### src/pcda_pkg.sv
// Functional notes
// - Pointer compare subtracts memory word from pointer; only flags change.
// - Negative flag follows bit 15 of the sixteen-bit difference.
// - Zero flag set only when the whole difference is zero.
// - Overflow when sign of pointer differs from memory and result.
// - Carry is the borrow: memory word above pointer, both unsigned.
// - First-pointer compare opcodes and prefix CD, taking 4,5,6,6,7 cycles.
// - Second-pointer compare uses prefix 18 or 1A, taking 5,6,7,7,7 cycles.
// - Decimal adjust adds 00, 06, 60 or 66 to the first accumulator.
// - Low correction when low digit above nine, or half-carry with 0-3.
// - High correction and carry on prior carry, high A-F, or 9-F with A-F.
// - After adjust, accumulator holds the BCD sum, carry the hundreds.
package pcda_pkg;

    // Opcodes and prefixes
    localparam logic [7:0] OPC_LIT = 8'h8C;
    localparam logic [7:0] OPC_PAGE0 = 8'h9C;
    localparam logic [7:0] OPC_FULL = 8'hBC;
    localparam logic [7:0] OPC_OFS = 8'hAC;
    localparam logic [7:0] OPC_DECADJ = 8'h19;
    localparam logic [7:0] PRE_SECOND = 8'h18;
    localparam logic [7:0] PRE_SECOND_OFSX = 8'h1A;
    localparam logic [7:0] PRE_FIRST_OFSY = 8'hCD;

    // Flag register bit positions
    localparam int FLG_C = 0;
    localparam int FLG_V = 1;
    localparam int FLG_Z = 2;
    localparam int FLG_N = 3;
    localparam int FLG_H = 5;

    // Decimal adjust corrections and digit limits
    localparam logic [7:0] FIX_NONE = 8'h00;
    localparam logic [7:0] FIX_LO = 8'h06;
    localparam logic [7:0] FIX_HI = 8'h60;
    localparam logic [3:0] DIGIT_MAX = 4'h9;
    localparam logic [3:0] LO_HC_MAX = 4'h3;

    // Addresses
    localparam logic [15:0] ADDR_IDLE = 16'hFFFF;
    localparam logic [7:0] PAGE0_HI = 8'h00;

    // Unprefixed cycle counts; a prefix adds one
    localparam logic [3:0] CYC_LIT = 4'h4;
    localparam logic [3:0] CYC_PAGE0 = 4'h5;
    localparam logic [3:0] CYC_FULL = 4'h6;
    localparam logic [3:0] CYC_OFS = 4'h6;
    localparam logic [3:0] CYC_PREFIX = 4'h1;

    // Reset values
    localparam logic [7:0] FLAGS_RST = 8'h00;
    localparam logic [7:0] ACC_RST = 8'h00;

    typedef enum logic [1:0] {
        MODE_LIT = 2'h0,
        MODE_PAGE0 = 2'h1,
        MODE_FULL = 2'h2,
        MODE_OFS = 2'h3
    } pcda_mode_e;

    typedef struct packed {
        logic valid;
        logic decadj;
        pcda_mode_e mode;
        logic cmp_y;
        logic ofs_y;
    } pcda_dec_s;

    typedef enum logic [6:0] {
        ST_IDLE = 7'h01,
        ST_FETCH = 7'h02,
        ST_OPND = 7'h04,
        ST_GAP = 7'h08,
        ST_MEM = 7'h10,
        ST_FIN = 7'h20,
        ST_DAA = 7'h40
    } pcda_state_e;

    function automatic logic pcda_is_prefix(input logic [7:0] b);
        return (b == PRE_SECOND) || (b == PRE_SECOND_OFSX) ||
               (b == PRE_FIRST_OFSY);
    endfunction

    function automatic pcda_dec_s pcda_decode(input logic pre_ok,
                                              input logic [7:0] pre,
                                              input logic [7:0] opc);
        pcda_dec_s d;
        d.valid = 1'b0;
        d.decadj = 1'b0;
        d.mode = MODE_LIT;
        d.cmp_y = 1'b0;
        d.ofs_y = 1'b0;
        if (opc == OPC_DECADJ) begin
            d.decadj = !pre_ok;
        end else if (opc == OPC_LIT || opc == OPC_PAGE0 ||
                     opc == OPC_FULL) begin
            d.valid = !pre_ok || (pre == PRE_SECOND);
            d.cmp_y = pre_ok;
            if (opc == OPC_LIT) begin
                d.mode = MODE_LIT;
            end else if (opc == OPC_PAGE0) begin
                d.mode = MODE_PAGE0;
            end else begin
                d.mode = MODE_FULL;
            end
        end else if (opc == OPC_OFS) begin
            d.valid = 1'b1;
            d.mode = MODE_OFS;
            d.cmp_y = pre_ok && (pre != PRE_FIRST_OFSY);
            d.ofs_y = pre_ok && (pre != PRE_SECOND_OFSX);
        end
        return d;
    endfunction

    function automatic logic [3:0] pcda_cycles(input pcda_mode_e mode,
                                               input logic pre_ok);
        logic [3:0] base;
        base = CYC_LIT;
        unique case (mode)
            MODE_LIT: base = CYC_LIT;
            MODE_PAGE0: base = CYC_PAGE0;
            MODE_FULL: base = CYC_FULL;
            MODE_OFS: base = CYC_OFS;
        endcase
        return pre_ok ? base + CYC_PREFIX : base;
    endfunction

endpackage

### src/pcda_alu_if.sv
`timescale 1ns/10ps
interface pcda_alu_if;
    logic [15:0] cmp_ptr;
    logic [15:0] cmp_mem;
    logic [15:0] cmp_diff;
    logic [7:0] acc;
    logic [7:0] flags_in;
    logic [7:0] flags_cmp;
    logic [7:0] daa_acc;
    logic [7:0] flags_daa;

    modport alu (
        input cmp_ptr,
        input cmp_mem,
        input acc,
        input flags_in,
        output cmp_diff,
        output flags_cmp,
        output daa_acc,
        output flags_daa
    );

    modport core (
        output cmp_ptr,
        output cmp_mem,
        output acc,
        output flags_in,
        input cmp_diff,
        input flags_cmp,
        input daa_acc,
        input flags_daa
    );
endinterface

### src/pcda_alu.sv
`timescale 1ns/10ps
module pcda_alu
    import pcda_pkg::*;
(
    // Operands and results
    pcda_alu_if.alu alu_io
);

    logic [16:0] diff;
    logic lo_fix;
    logic hi_fix;
    logic [7:0] corr;
    logic [7:0] adj;

    always_comb begin
        diff = {1'b0, alu_io.cmp_ptr} - {1'b0, alu_io.cmp_mem};
        alu_io.cmp_diff = diff[15:0];
        alu_io.flags_cmp = alu_io.flags_in;
        alu_io.flags_cmp[FLG_N] = diff[15];
        alu_io.flags_cmp[FLG_Z] = (diff[15:0] == 16'h0000);
        alu_io.flags_cmp[FLG_V] =
            (alu_io.cmp_ptr[15] ^ alu_io.cmp_mem[15]) &
            (diff[15] ^ alu_io.cmp_ptr[15]);
        alu_io.flags_cmp[FLG_C] = diff[16];

        lo_fix = (alu_io.acc[3:0] > DIGIT_MAX) ||
                 (alu_io.flags_in[FLG_H] && alu_io.acc[3:0] <= LO_HC_MAX);
        hi_fix = alu_io.flags_in[FLG_C] ||
                 (alu_io.acc[7:4] > DIGIT_MAX) ||
                 (alu_io.acc[7:4] >= DIGIT_MAX &&
                  alu_io.acc[3:0] > DIGIT_MAX);
        corr = (hi_fix ? FIX_HI : FIX_NONE) | (lo_fix ? FIX_LO : FIX_NONE);
        adj = alu_io.acc + corr;
        alu_io.daa_acc = adj;
        // overflow left as is, half-carry untouched
        alu_io.flags_daa = alu_io.flags_in;
        alu_io.flags_daa[FLG_N] = adj[7];
        alu_io.flags_daa[FLG_Z] = (adj == 8'h00);
        alu_io.flags_daa[FLG_C] = hi_fix;
    end

endmodule

### src/pcda_core.sv
`timescale 1ns/10ps
module pcda_core
    import pcda_pkg::*;
(
    // Clock and reset
    input wire logic clk_sys,
    input wire logic rst,
    // Instruction start
    input wire logic op_start,
    input wire logic [15:0] op_pc,
    // Processor state
    input wire logic [15:0] first_pointer_reg,
    input wire logic [15:0] second_pointer_reg,
    input wire logic [7:0] first_accumulator,
    input wire logic [7:0] flags_in,
    // Memory bus
    input wire logic [7:0] bus_rdata,
    output logic [15:0] bus_addr_ff,
    output logic bus_read_ff,
    // Results
    output logic [7:0] flag_register_ff,
    output logic flag_we_ff,
    output logic [7:0] acc_result_ff,
    output logic acc_we_ff,
    output logic done_ff,
    output logic illegal_ff,
    output logic busy_ff
);

    ////////////////////////////////////////////////////////////////////
    pcda_alu_if alu_io ();

    pcda_state_e state_ff, nxt_state;
    logic [15:0] nxt_addr;
    logic [15:0] pc_ff, nxt_pc;
    logic [7:0] pre_ff, nxt_pre;
    logic pre_ok_ff, nxt_pre_ok;
    pcda_dec_s dec_ff, nxt_dec;
    logic cnt_ff, nxt_cnt;
    logic [15:0] opnd_ff, nxt_opnd;
    logic [15:0] word_ff, nxt_word;
    logic [7:0] nxt_flags;
    logic nxt_flag_we;
    logic [7:0] nxt_acc;
    logic nxt_acc_we;
    logic nxt_done;
    logic nxt_illegal;
    pcda_dec_s dec;
    logic [15:0] opnd_word;
    logic [15:0] ofs_ptr;

    assign alu_io.cmp_ptr = dec_ff.cmp_y ? second_pointer_reg :
                                           first_pointer_reg;
    assign alu_io.cmp_mem = word_ff;
    assign alu_io.acc = first_accumulator;
    assign alu_io.flags_in = flags_in;
    assign ofs_ptr = dec_ff.ofs_y ? second_pointer_reg : first_pointer_reg;

    pcda_alu u_alu (
        .alu_io(alu_io)
    );

    ////////////////////////////////////////////////////////////////////
    // Sequencer: one state per bus cycle kind
    always_comb begin
        nxt_state = state_ff;
        nxt_addr = bus_addr_ff;
        nxt_pc = pc_ff;
        nxt_pre = pre_ff;
        nxt_pre_ok = pre_ok_ff;
        nxt_dec = dec_ff;
        nxt_cnt = cnt_ff;
        nxt_opnd = opnd_ff;
        nxt_word = word_ff;
        nxt_flags = flag_register_ff;
        nxt_flag_we = 1'b0;
        nxt_acc = acc_result_ff;
        nxt_acc_we = 1'b0;
        nxt_done = 1'b0;
        nxt_illegal = 1'b0;
        dec = pcda_decode(pre_ok_ff, pre_ff, bus_rdata);
        opnd_word = {opnd_ff[7:0], bus_rdata};
        unique case (state_ff)
            ST_IDLE: begin
                nxt_addr = ADDR_IDLE;
                // Start is ignored while an instruction runs
                if (op_start) begin
                    nxt_state = ST_FETCH;
                    nxt_addr = op_pc;
                    nxt_pc = op_pc + 16'h0001;
                    nxt_pre_ok = 1'b0;
                end
            end
            ST_FETCH: begin
                if (!pre_ok_ff && pcda_is_prefix(bus_rdata)) begin
                    nxt_pre = bus_rdata;
                    nxt_pre_ok = 1'b1;
                    nxt_addr = pc_ff;
                    nxt_pc = pc_ff + 16'h0001;
                end else if (dec.decadj) begin
                    nxt_dec = dec;
                    nxt_state = ST_DAA;
                    nxt_addr = pc_ff;
                end else if (!dec.valid) begin
                    nxt_illegal = 1'b1;
                    nxt_done = 1'b1;
                    nxt_state = ST_IDLE;
                    nxt_addr = ADDR_IDLE;
                end else begin
                    nxt_dec = dec;
                    nxt_state = ST_OPND;
                    nxt_addr = pc_ff;
                    nxt_pc = pc_ff + 16'h0001;
                    nxt_cnt = (dec.mode == MODE_LIT) ||
                              (dec.mode == MODE_FULL);
                end
            end
            ST_OPND: begin
                nxt_opnd = opnd_word;
                if (cnt_ff) begin
                    nxt_cnt = 1'b0;
                    nxt_addr = pc_ff;
                    nxt_pc = pc_ff + 16'h0001;
                end else begin
                    nxt_cnt = 1'b1;
                    unique case (dec_ff.mode)
                        MODE_LIT: begin
                            nxt_word = opnd_word;
                            nxt_state = ST_FIN;
                            nxt_addr = ADDR_IDLE;
                        end
                        MODE_PAGE0: begin
                            nxt_state = ST_MEM;
                            nxt_addr = {PAGE0_HI, bus_rdata};
                        end
                        MODE_FULL: begin
                            nxt_state = ST_MEM;
                            nxt_addr = opnd_word;
                        end
                        MODE_OFS: begin
                            nxt_state = ST_GAP;
                            nxt_addr = ADDR_IDLE;
                        end
                    endcase
                end
            end
            ST_GAP: begin
                nxt_state = ST_MEM;
                nxt_addr = ofs_ptr + {8'h00, opnd_ff[7:0]};
            end
            ST_MEM: begin
                // High byte first, then low byte
                nxt_word = {word_ff[7:0], bus_rdata};
                if (cnt_ff) begin
                    nxt_cnt = 1'b0;
                    nxt_addr = bus_addr_ff + 16'h0001;
                end else begin
                    nxt_state = ST_FIN;
                    nxt_addr = ADDR_IDLE;
                end
            end
            ST_FIN: begin
                // only the flags are written back
                nxt_flags = alu_io.flags_cmp;
                nxt_flag_we = 1'b1;
                nxt_done = 1'b1;
                nxt_state = ST_IDLE;
                nxt_addr = ADDR_IDLE;
            end
            ST_DAA: begin
                nxt_flags = alu_io.flags_daa;
                nxt_flag_we = 1'b1;
                nxt_acc = alu_io.daa_acc;
                nxt_acc_we = 1'b1;
                nxt_done = 1'b1;
                nxt_state = ST_IDLE;
                nxt_addr = ADDR_IDLE;
            end
        endcase
    end

    always_ff @(posedge clk_sys) begin
        if (rst) begin
            state_ff <= ST_IDLE;
            bus_addr_ff <= ADDR_IDLE;
            bus_read_ff <= 1'b1;
            pc_ff <= 16'h0000;
            pre_ff <= 8'h00;
            pre_ok_ff <= 1'b0;
            dec_ff <= '0;
            cnt_ff <= 1'b0;
            opnd_ff <= 16'h0000;
            word_ff <= 16'h0000;
            flag_register_ff <= FLAGS_RST;
            flag_we_ff <= 1'b0;
            acc_result_ff <= ACC_RST;
            acc_we_ff <= 1'b0;
            done_ff <= 1'b0;
            illegal_ff <= 1'b0;
            busy_ff <= 1'b0;
        end else begin
            state_ff <= nxt_state;
            bus_addr_ff <= nxt_addr;
            bus_read_ff <= 1'b1;
            pc_ff <= nxt_pc;
            pre_ff <= nxt_pre;
            pre_ok_ff <= nxt_pre_ok;
            dec_ff <= nxt_dec;
            cnt_ff <= nxt_cnt;
            opnd_ff <= nxt_opnd;
            word_ff <= nxt_word;
            flag_register_ff <= nxt_flags;
            flag_we_ff <= nxt_flag_we;
            acc_result_ff <= nxt_acc;
            acc_we_ff <= nxt_acc_we;
            done_ff <= nxt_done;
            illegal_ff <= nxt_illegal;
            busy_ff <= (nxt_state != ST_IDLE);
        end
    end

    ////////////////////////////////////////////////////////////////////
    // Cycle counter, read only by the checks below
    logic [3:0] cyc_ff;
    logic cmp_ff;
    // Reference difference for the flag checks, apart from the ALU
    logic [15:0] chk_diff;

    assign chk_diff = alu_io.cmp_ptr - word_ff;

    always_ff @(posedge clk_sys) begin
        if (rst) begin
            cyc_ff <= 4'h0;
            cmp_ff <= 1'b0;
        end else begin
            if (state_ff == ST_IDLE && op_start) begin
                cyc_ff <= 4'h1;
            end else if (state_ff != ST_IDLE && nxt_state != ST_IDLE) begin
                cyc_ff <= cyc_ff + 4'h1;
            end
            cmp_ff <= (state_ff == ST_FIN);
        end
    end
endmodule

### config.mk
export PLATFORM = sky130hd
export DESIGN_NAME = pcda_core
export DESIGN_NICKNAME = d
export VERILOG_FILES = /design/src/pcda_pkg.sv /design/src/pcda_alu_if.sv /design/src/pcda_alu.sv /design/src/pcda_core.sv
export SDC_FILE = /design/constraint.sdc
export NUM_CORES = 1
export LEC_CHECK = 0
export ABC_CLOCK_PERIOD_IN_PS = 4070
export BUFFER_PORTS_ARGS = -buffer_cell sky130_fd_sc_hd__buf_2
export CORE_MARGIN = 3
export CORE_UTILIZATION = 42
export DETAILED_ROUTE_END_ITERATION = 12
export PLACE_DENSITY = 0.74
export SLEW_MARGIN = 20
export SYNTH_ARGS = -nofsm -noshare
export SYNTH_HDL_FRONTEND = slang
export SYNTH_SLANG_ARGS = --single-unit
export TNS_END_PERCENT = 10
### constraint.sdc
create_clock -name clk_sys -period 4.07 [get_ports clk_sys]
set_input_delay 0.6105 -clock clk_sys [delete_from_list [all_inputs] [get_ports clk_sys]]
set_output_delay 0.6105 -clock clk_sys [all_outputs]
set_load 0.005 [all_outputs]
# After elaboration in Yosys (flattened, before gate mapping)
# Cells that the tools add are included.
dict set report totals {
  reg_bits 98
  input_bits 75
  out_inout_bits 38
  word_cells 158
}
dict set report classes {
  addsub 6
  magnitude_cmp 4
  eq_ne 33
  mux 56
  n_bitwise 6
  n_reduce_logical 35
}
# operator count
set op_table {}
lappend op_table {{two-way mux 16 bit} 15}
lappend op_table {{one-hot mux 16 bit (3 select lines)} 2}
lappend op_table {{one-hot mux 16 bit (6 select lines)} 1}
lappend op_table {{adder 16 x 1 -> 16 bit (second input constant)} 3}
lappend op_table {{two-way mux 7 bit} 6}
lappend op_table {{one-hot mux 7 bit (6 select lines)} 1}
lappend op_table {{equality test 8 bit (second input constant)} 5}
lappend op_table {{equality test 8 x 5 -> 1 bit (second input constant)} 4}
lappend op_table {{one-hot mux 16 bit (2 select lines)} 1}
lappend op_table {{one-hot mux 7 bit (3 select lines)} 1}
lappend op_table {{subtractor 16 x 16 -> 17 bit} 1}
lappend op_table {{adder 16 x 8 -> 16 bit} 1}
lappend op_table {{zero test 16 bit} 1}
lappend op_table {{two-way mux 1 bit} 16}
lappend op_table {{two-way mux 4 bit} 4}
lappend op_table {{!= test 2 bit (second input constant)} 8}
lappend op_table {{one-hot mux 8 bit (2 select lines)} 1}
lappend op_table {{logical OR 1 bit} 9}
lappend op_table {{two-way mux 3 bit} 3}
lappend op_table {{AND reduction 3 bit} 3}
lappend op_table {{adder 8 bit} 1}
lappend op_table {{> comparator 4 bit (second input constant)} 2}
lappend op_table {{zero test 8 bit} 1}
lappend op_table {{!= test 8 x 5 -> 1 bit (second input constant)} 1}
lappend op_table {{other kinds (30)} 49}

# Logic depth before layout (Yosys ltp)
dict set report logic_depth {
  ltp_word 11
  ltp_mapped 15
  depth_no_buf 12
}

# Hierarchy
# From an unflattened synthesis, not the netlist that was laid out.
dict set report hier_totals {
  cells_unflattened 1017
  area_unflattened_um2 7746.2
}
# module n_inst cells_per_inst area_per_inst_um2 seq_area_each_um2
set by_module_without_submodules {}
lappend by_module_without_submodules {pcda_core 1 855 6562.5 1961.9}
lappend by_module_without_submodules {pcda_alu 1 162 1183.6 0.0}

# Worst setup path before layout
# OpenSTA, ideal clock, no wires.
dict set report synth_timing {
  path_kind {reg2reg}
  startpoint {register dec_ff[1] (netlist name)}
  endpoint {register flag_register_ff[2]}
  setup_time_ps 84
  arrival_time_ps 3517
  setup_slack_ps 469
  stages_incl_launch_ff 13
  n_path_buf 2
  path_cell_list {dfxtp_1 clkbuf_1 buf_1 mux2_2 ha_1 and4_1 o21a_1 a2111oi_2 xor2_1 nand4_1 or4_1 or4_1 o31ai_2}
}
dict set report synth_between {
  elab_chain_cells 4
}
# item line_no
set synth_lines {}
lappend synth_lines {{start, declared} pcda_core.sv:38} ;# pcda_dec_s dec_ff, nxt_dec;
lappend synth_lines {{start signal, assigned} pcda_core.sv:208} ;# dec_ff <= nxt_dec;
lappend synth_lines {{two-way mux 16 bit} pcda_core.sv:52} ;# assign alu_io.cmp_ptr = dec_ff.cmp_y ? second_pointer_reg :
lappend synth_lines {{subtractor 16 x 16 -> 17 bit} pcda_alu.sv:16} ;# diff = {1'b0, alu_io.cmp_ptr} - {1'b0, alu_io.cmp_mem};
lappend synth_lines {{zero test 16 bit} pcda_alu.sv:20} ;# alu_io.flags_cmp[FLG_Z] = (diff[15:0] == 16'h0000);
lappend synth_lines {{one-hot mux 8 bit (2 select lines)} pcda_core.sv:83} ;# unique case (state_ff)
lappend synth_lines {{end signal, assigned} pcda_core.sv:212} ;# flag_register_ff <= nxt_flags;
lappend synth_lines {{end, declared} pcda_core.sv:21} ;# output logic [7:0] flag_register_ff,
# Every way passes these cells. The select of a mux whose other input is x is not followed.
# A chain may end at the register's enable or synchronous reset.

# Worst setup path in the final report
# Ends and elaborated chain as after synthesis.

==> results.json <==
{
  "drive_gt1_share_pct": 17.3,
  "clk_latency_ps": 350,
  "postRouteAntennaNets": 0,
  "fin_worst_skew_ps": 6.51,
  "final_util_pct": 49.4,
  "cp.arrival_ps": 3730,
  "end_kind": "flip-flop",
  "worstMarginPinSlew_ps": 854,
  "critPathRequiredTime_ps": 4340,
  "dieArea_sq_mm": 0.0192,
  "setup_tns_ps": 0,
  "hold_buffers": 0,
  "grt_pass1_vias": 6899,
  "root_buffer": "clkbuf_16",
  "dpl.hpwl_microns": 17000,
  "dr.pass1.iters": 5,
  "whs_ps": 454,
  "dieWidth_microns": 138,
  "cts_resized": 0,
  "postCtsSetupBuffers": 0,
  "place_area_sq_mm": 0.00807,
  "drv_cap": 0,
  "grt_first_pass_wirelength_microns": 35600,
  "min_period_over_period_pct": 84.9,
  "core_sq_mm": 0.0169,
  "cellLeakagePower_nw": 3.14,
  "avgRoutedWirePerCell_microns": 17.4,
  "drt-total-wl_microns": 22400,
  "antenna_found_initial": 2,
  "async_flop_share_pct": 0,
  "synth-seq-cells": 98,
  "fin_cells": 1287,
  "path_clk_slew_ps": 70,
  "worstHoldPathCells": 2,
  "final.min_clock_period_ps": 3460,
  "r2r.worst_path.cells": 9,
  "avgViaCountPerCell": 5.95,
  "yosys_most_used_dff": "dfxtp_1",
  "slew_violations": 0,
  "drc": 0,
  "synth_cells": 983,
  "cts_tree": "yes",
  "power_density_mw_per_mm2": 273,
  "critPathKind": "flip-flop to flip-flop",
  "vias": 7658,
  "grt_setup_unrepaired": "no",
  "ys_warn_count": 0,
  "placedCellCount": 1270,
  "syn_to_final_growth_pct": 13.2,
  "first_iter_violations": 703,
  "hold_class": "flip-flop to flip-flop",
  "ir_drop_uv": 239,
  "num_io_pins": 113,
  "initial_core_util_pct": 43.7,
  "fp-row-count": 47,
  "cts_buffers": 9,
  "grt-ovfl-total": 0,
  "clock.fmax_mhz": 289,
  "relSlewSlack_pct": 43.1,
  "postSynthAreaPerCell_sq_um": 7.50,
  "hold_viol": 0,
  "gp_congestion": 0.938,
  "cts_sinks": 98,
  "clk_path_buf_depth": 2,
  "grt_max_degree": 55,
  "synth_nets": 1096,
  "yosysUniqueCellTypes": 77,
  "cts-htree-levels": 3,
  "status": "finished clean",
  "track_usage_pct": 22.3,
  "netlist_area_sq_mm": 0.00737,
  "fin_area_sq_mm": 0.00834,
  "path_max_fanout": 7,
  "startpoint_type": "flip-flop",
  "io_buffers": 109,
  "setup_viol": 0,
  "die_h_microns": 138,
  "nNetsFinal": 1174,
  "synth_edf_count": 0,
  "synth.yosys.seq_area_share_pct": 26.6
}
[placed cells by master (no fill, tap or decap), types with 5 or more instances in the layout]
| cell | instances |
|---|---|
| nand2_1 | 143 |
| buf_2 | 109 |
| a21oi_1 | 101 |
| dfxtp_1 | 98 |
| nor2_1 | 83 |
| o21ai_0 | 55 |
| ha_1 | 36 |
| inv_1 | 31 |
| nand3_1 | 31 |
| nor3_1 | 27 |
| mux2i_1 | 26 |
| mux2_2 | 24 |
| xnor2_1 | 24 |
| a31oi_1 | 19 |
| xor2_1 | 18 |
| nand2b_1 | 17 |
| buf_4 | 15 |
| nand4_1 | 14 |
| o211ai_1 | 13 |
| a211oi_1 | 12 |
| a21o_1 | 11 |
| and3_1 | 10 |
| o2111ai_1 | 10 |
| clkbuf_16 | 9 |
| nand3b_1 | 7 |
| a311oi_1 | 7 |
| nor4_1 | 6 |
| or3_1 | 6 |
| nor2b_1 | 6 |
| a41oi_1 | 5 |
| a221oi_1 | 5 |
| or2_2 | 5 |
| o21a_1 | 5 |
[sequential cells by signal (all words and copies together), names as in the netlist]
signal,flops
bus_addr_ff,16
flag_register_ff,8
dec_ff,4
alu_io.cmp_mem,16
illegal_ff,1
opnd_ff,8
done_ff,1
cnt_ff,1
pre_ff,8
state_ff,7
flag_we_ff,1
pre_ok_ff,1
busy_ff,1
pc_ff,16
acc_we_ff,1
acc_result_ff,8
[worst paths after layout]
kind                                          from                          endpoint  slack, ps
setup / recovery            dec_ff[1]$_SDFFE_PP0P_  flag_register_ff[2]$_SDFFE_PP0P_        610
hold / removal    flag_register_ff[7]$_SDFFE_PP0P_  flag_register_ff[7]$_SDFFE_PP0P_        450
setup reg to reg            dec_ff[1]$_SDFFE_PP0P_  flag_register_ff[2]$_SDFFE_PP0P_        610
hold reg to reg   flag_register_ff[7]$_SDFFE_PP0P_  flag_register_ff[7]$_SDFFE_PP0P_        450
[cell type report]
| type | instances | area, sq um |
|---|---|---|
| flip-flops and latches | 98 | 1960 |
| diodes | 1 | 2.50 |
| inverters | 31 | 116 |
| fillers | 1636 | 8540 |
| clock buffers | 11 | 243 |
| multi-input cells | 797 | 5060 |
| repair buffers | 124 | 658 |
| well taps | 220 | 275 |
| clock inverters | 5 | 28.8 |
[logic make-up (layout without fill, tap and decap cells)]
| family | count (synthesis) | in the layout | synth area share, % |
|---|---|---|---|
| simple gates | 384 | 384 | 25.1 |
| compound gates | 282 | 282 | 24.5 |
| flops | 98 | 98 | 26.6 |
| buf+inv | 88 | 171 | 4.87 |
| mux | 50 | 50 | 7.20 |
| xor+xnor | 42 | 42 | 4.99 |
| fa+ha+maj | 38 | 38 | 6.65 |
| other cells | 1 | 2 | 0.0509 |
[critical path: stages, from the launching register on]
cell	delay [ps]
dfxtp_1	500
mux2_2	410
ha_1	370
a2111o_1	430
nor3_1	250
nor2_1	130
xnor2_1	130
or4_1	540
or4_1	450
o31ai_2	180
[cell usage after synthesis, types with 3 or more instances]
library cell  instances  area (sq um)
and4_1                4          35.0
or4_1                 3          22.5
a32oi_1               4          35.0
nor3b_1               4          30.0
o21a_1                5          37.5
clkbuf_1             39           146
nand3_1              31           155
nand4_1              14          87.6
a2111oi_0             4          35.0
and3_1               10          62.6
a21oi_1             101           505
a31oi_1              19           119
dfxtp_1              98          1960
a22oi_1               4          30.0
a211o_1               3          26.3
a221oi_1              5          43.8
nor3_1               27           135
nor4_1                6          37.5
ha_1                 36           450
nor2_1               83           312
a311oi_1              7          61.3
nand3b_1              7          52.6
a211oi_1             12          90.1
nand2b_1             17           106
o2111ai_1            10          87.6
buf_1                 4          15.0
a31o_2                3          26.3
mux2_2               24           270
mux2i_1              26           260
a41oi_1               5          43.8
o211ai_1             13          97.6
buf_2                11          55.1
nand2_1             143           537
a21o_1               11          82.6
a21boi_0              3          22.5
xor2_1               18           158
inv_1                31           116
nand4b_1              3          26.3
or3_1                 6          37.5
nor2b_1               6          37.5
o21ai_0              55           275
or2_2                 5          31.3
xnor2_1              24           210
[report_power, final]
part	total (W)	internal [W]	switching, W	leakage [nW]
clock	0.000805	0.000430	0.000375	0.139
combinational	0.000453	0.000189	0.000264	2.20
sequential	0.00102	0.000985	0.0000388	0.796
[stage by stage]
step | power [W] | worst slack, ps
3_5_place_dp | 0.00149 | 537
2_1_floorplan | 0.00133 | 469
6_report | 0.00228 | 614
4_1_cts | 0.00229 | 657
3_3_place_gp | 0.00148 | 587
5_1_grt | 0.00238 | 482
[per-layer routing]
layer | routed length (microns) | vias to the layer above | track usage (%)
met1 | 9670 | 3544 | 30.1
met4 | 438 | 2 | 5.93
met5 | 7 | - | 0
met3 | 1840 | 34 | 4.83
li1 | - | 3736 | -
met2 | 10400 | 342 | 36.4
Note: power is estimated with default switching activity, not from simulation.
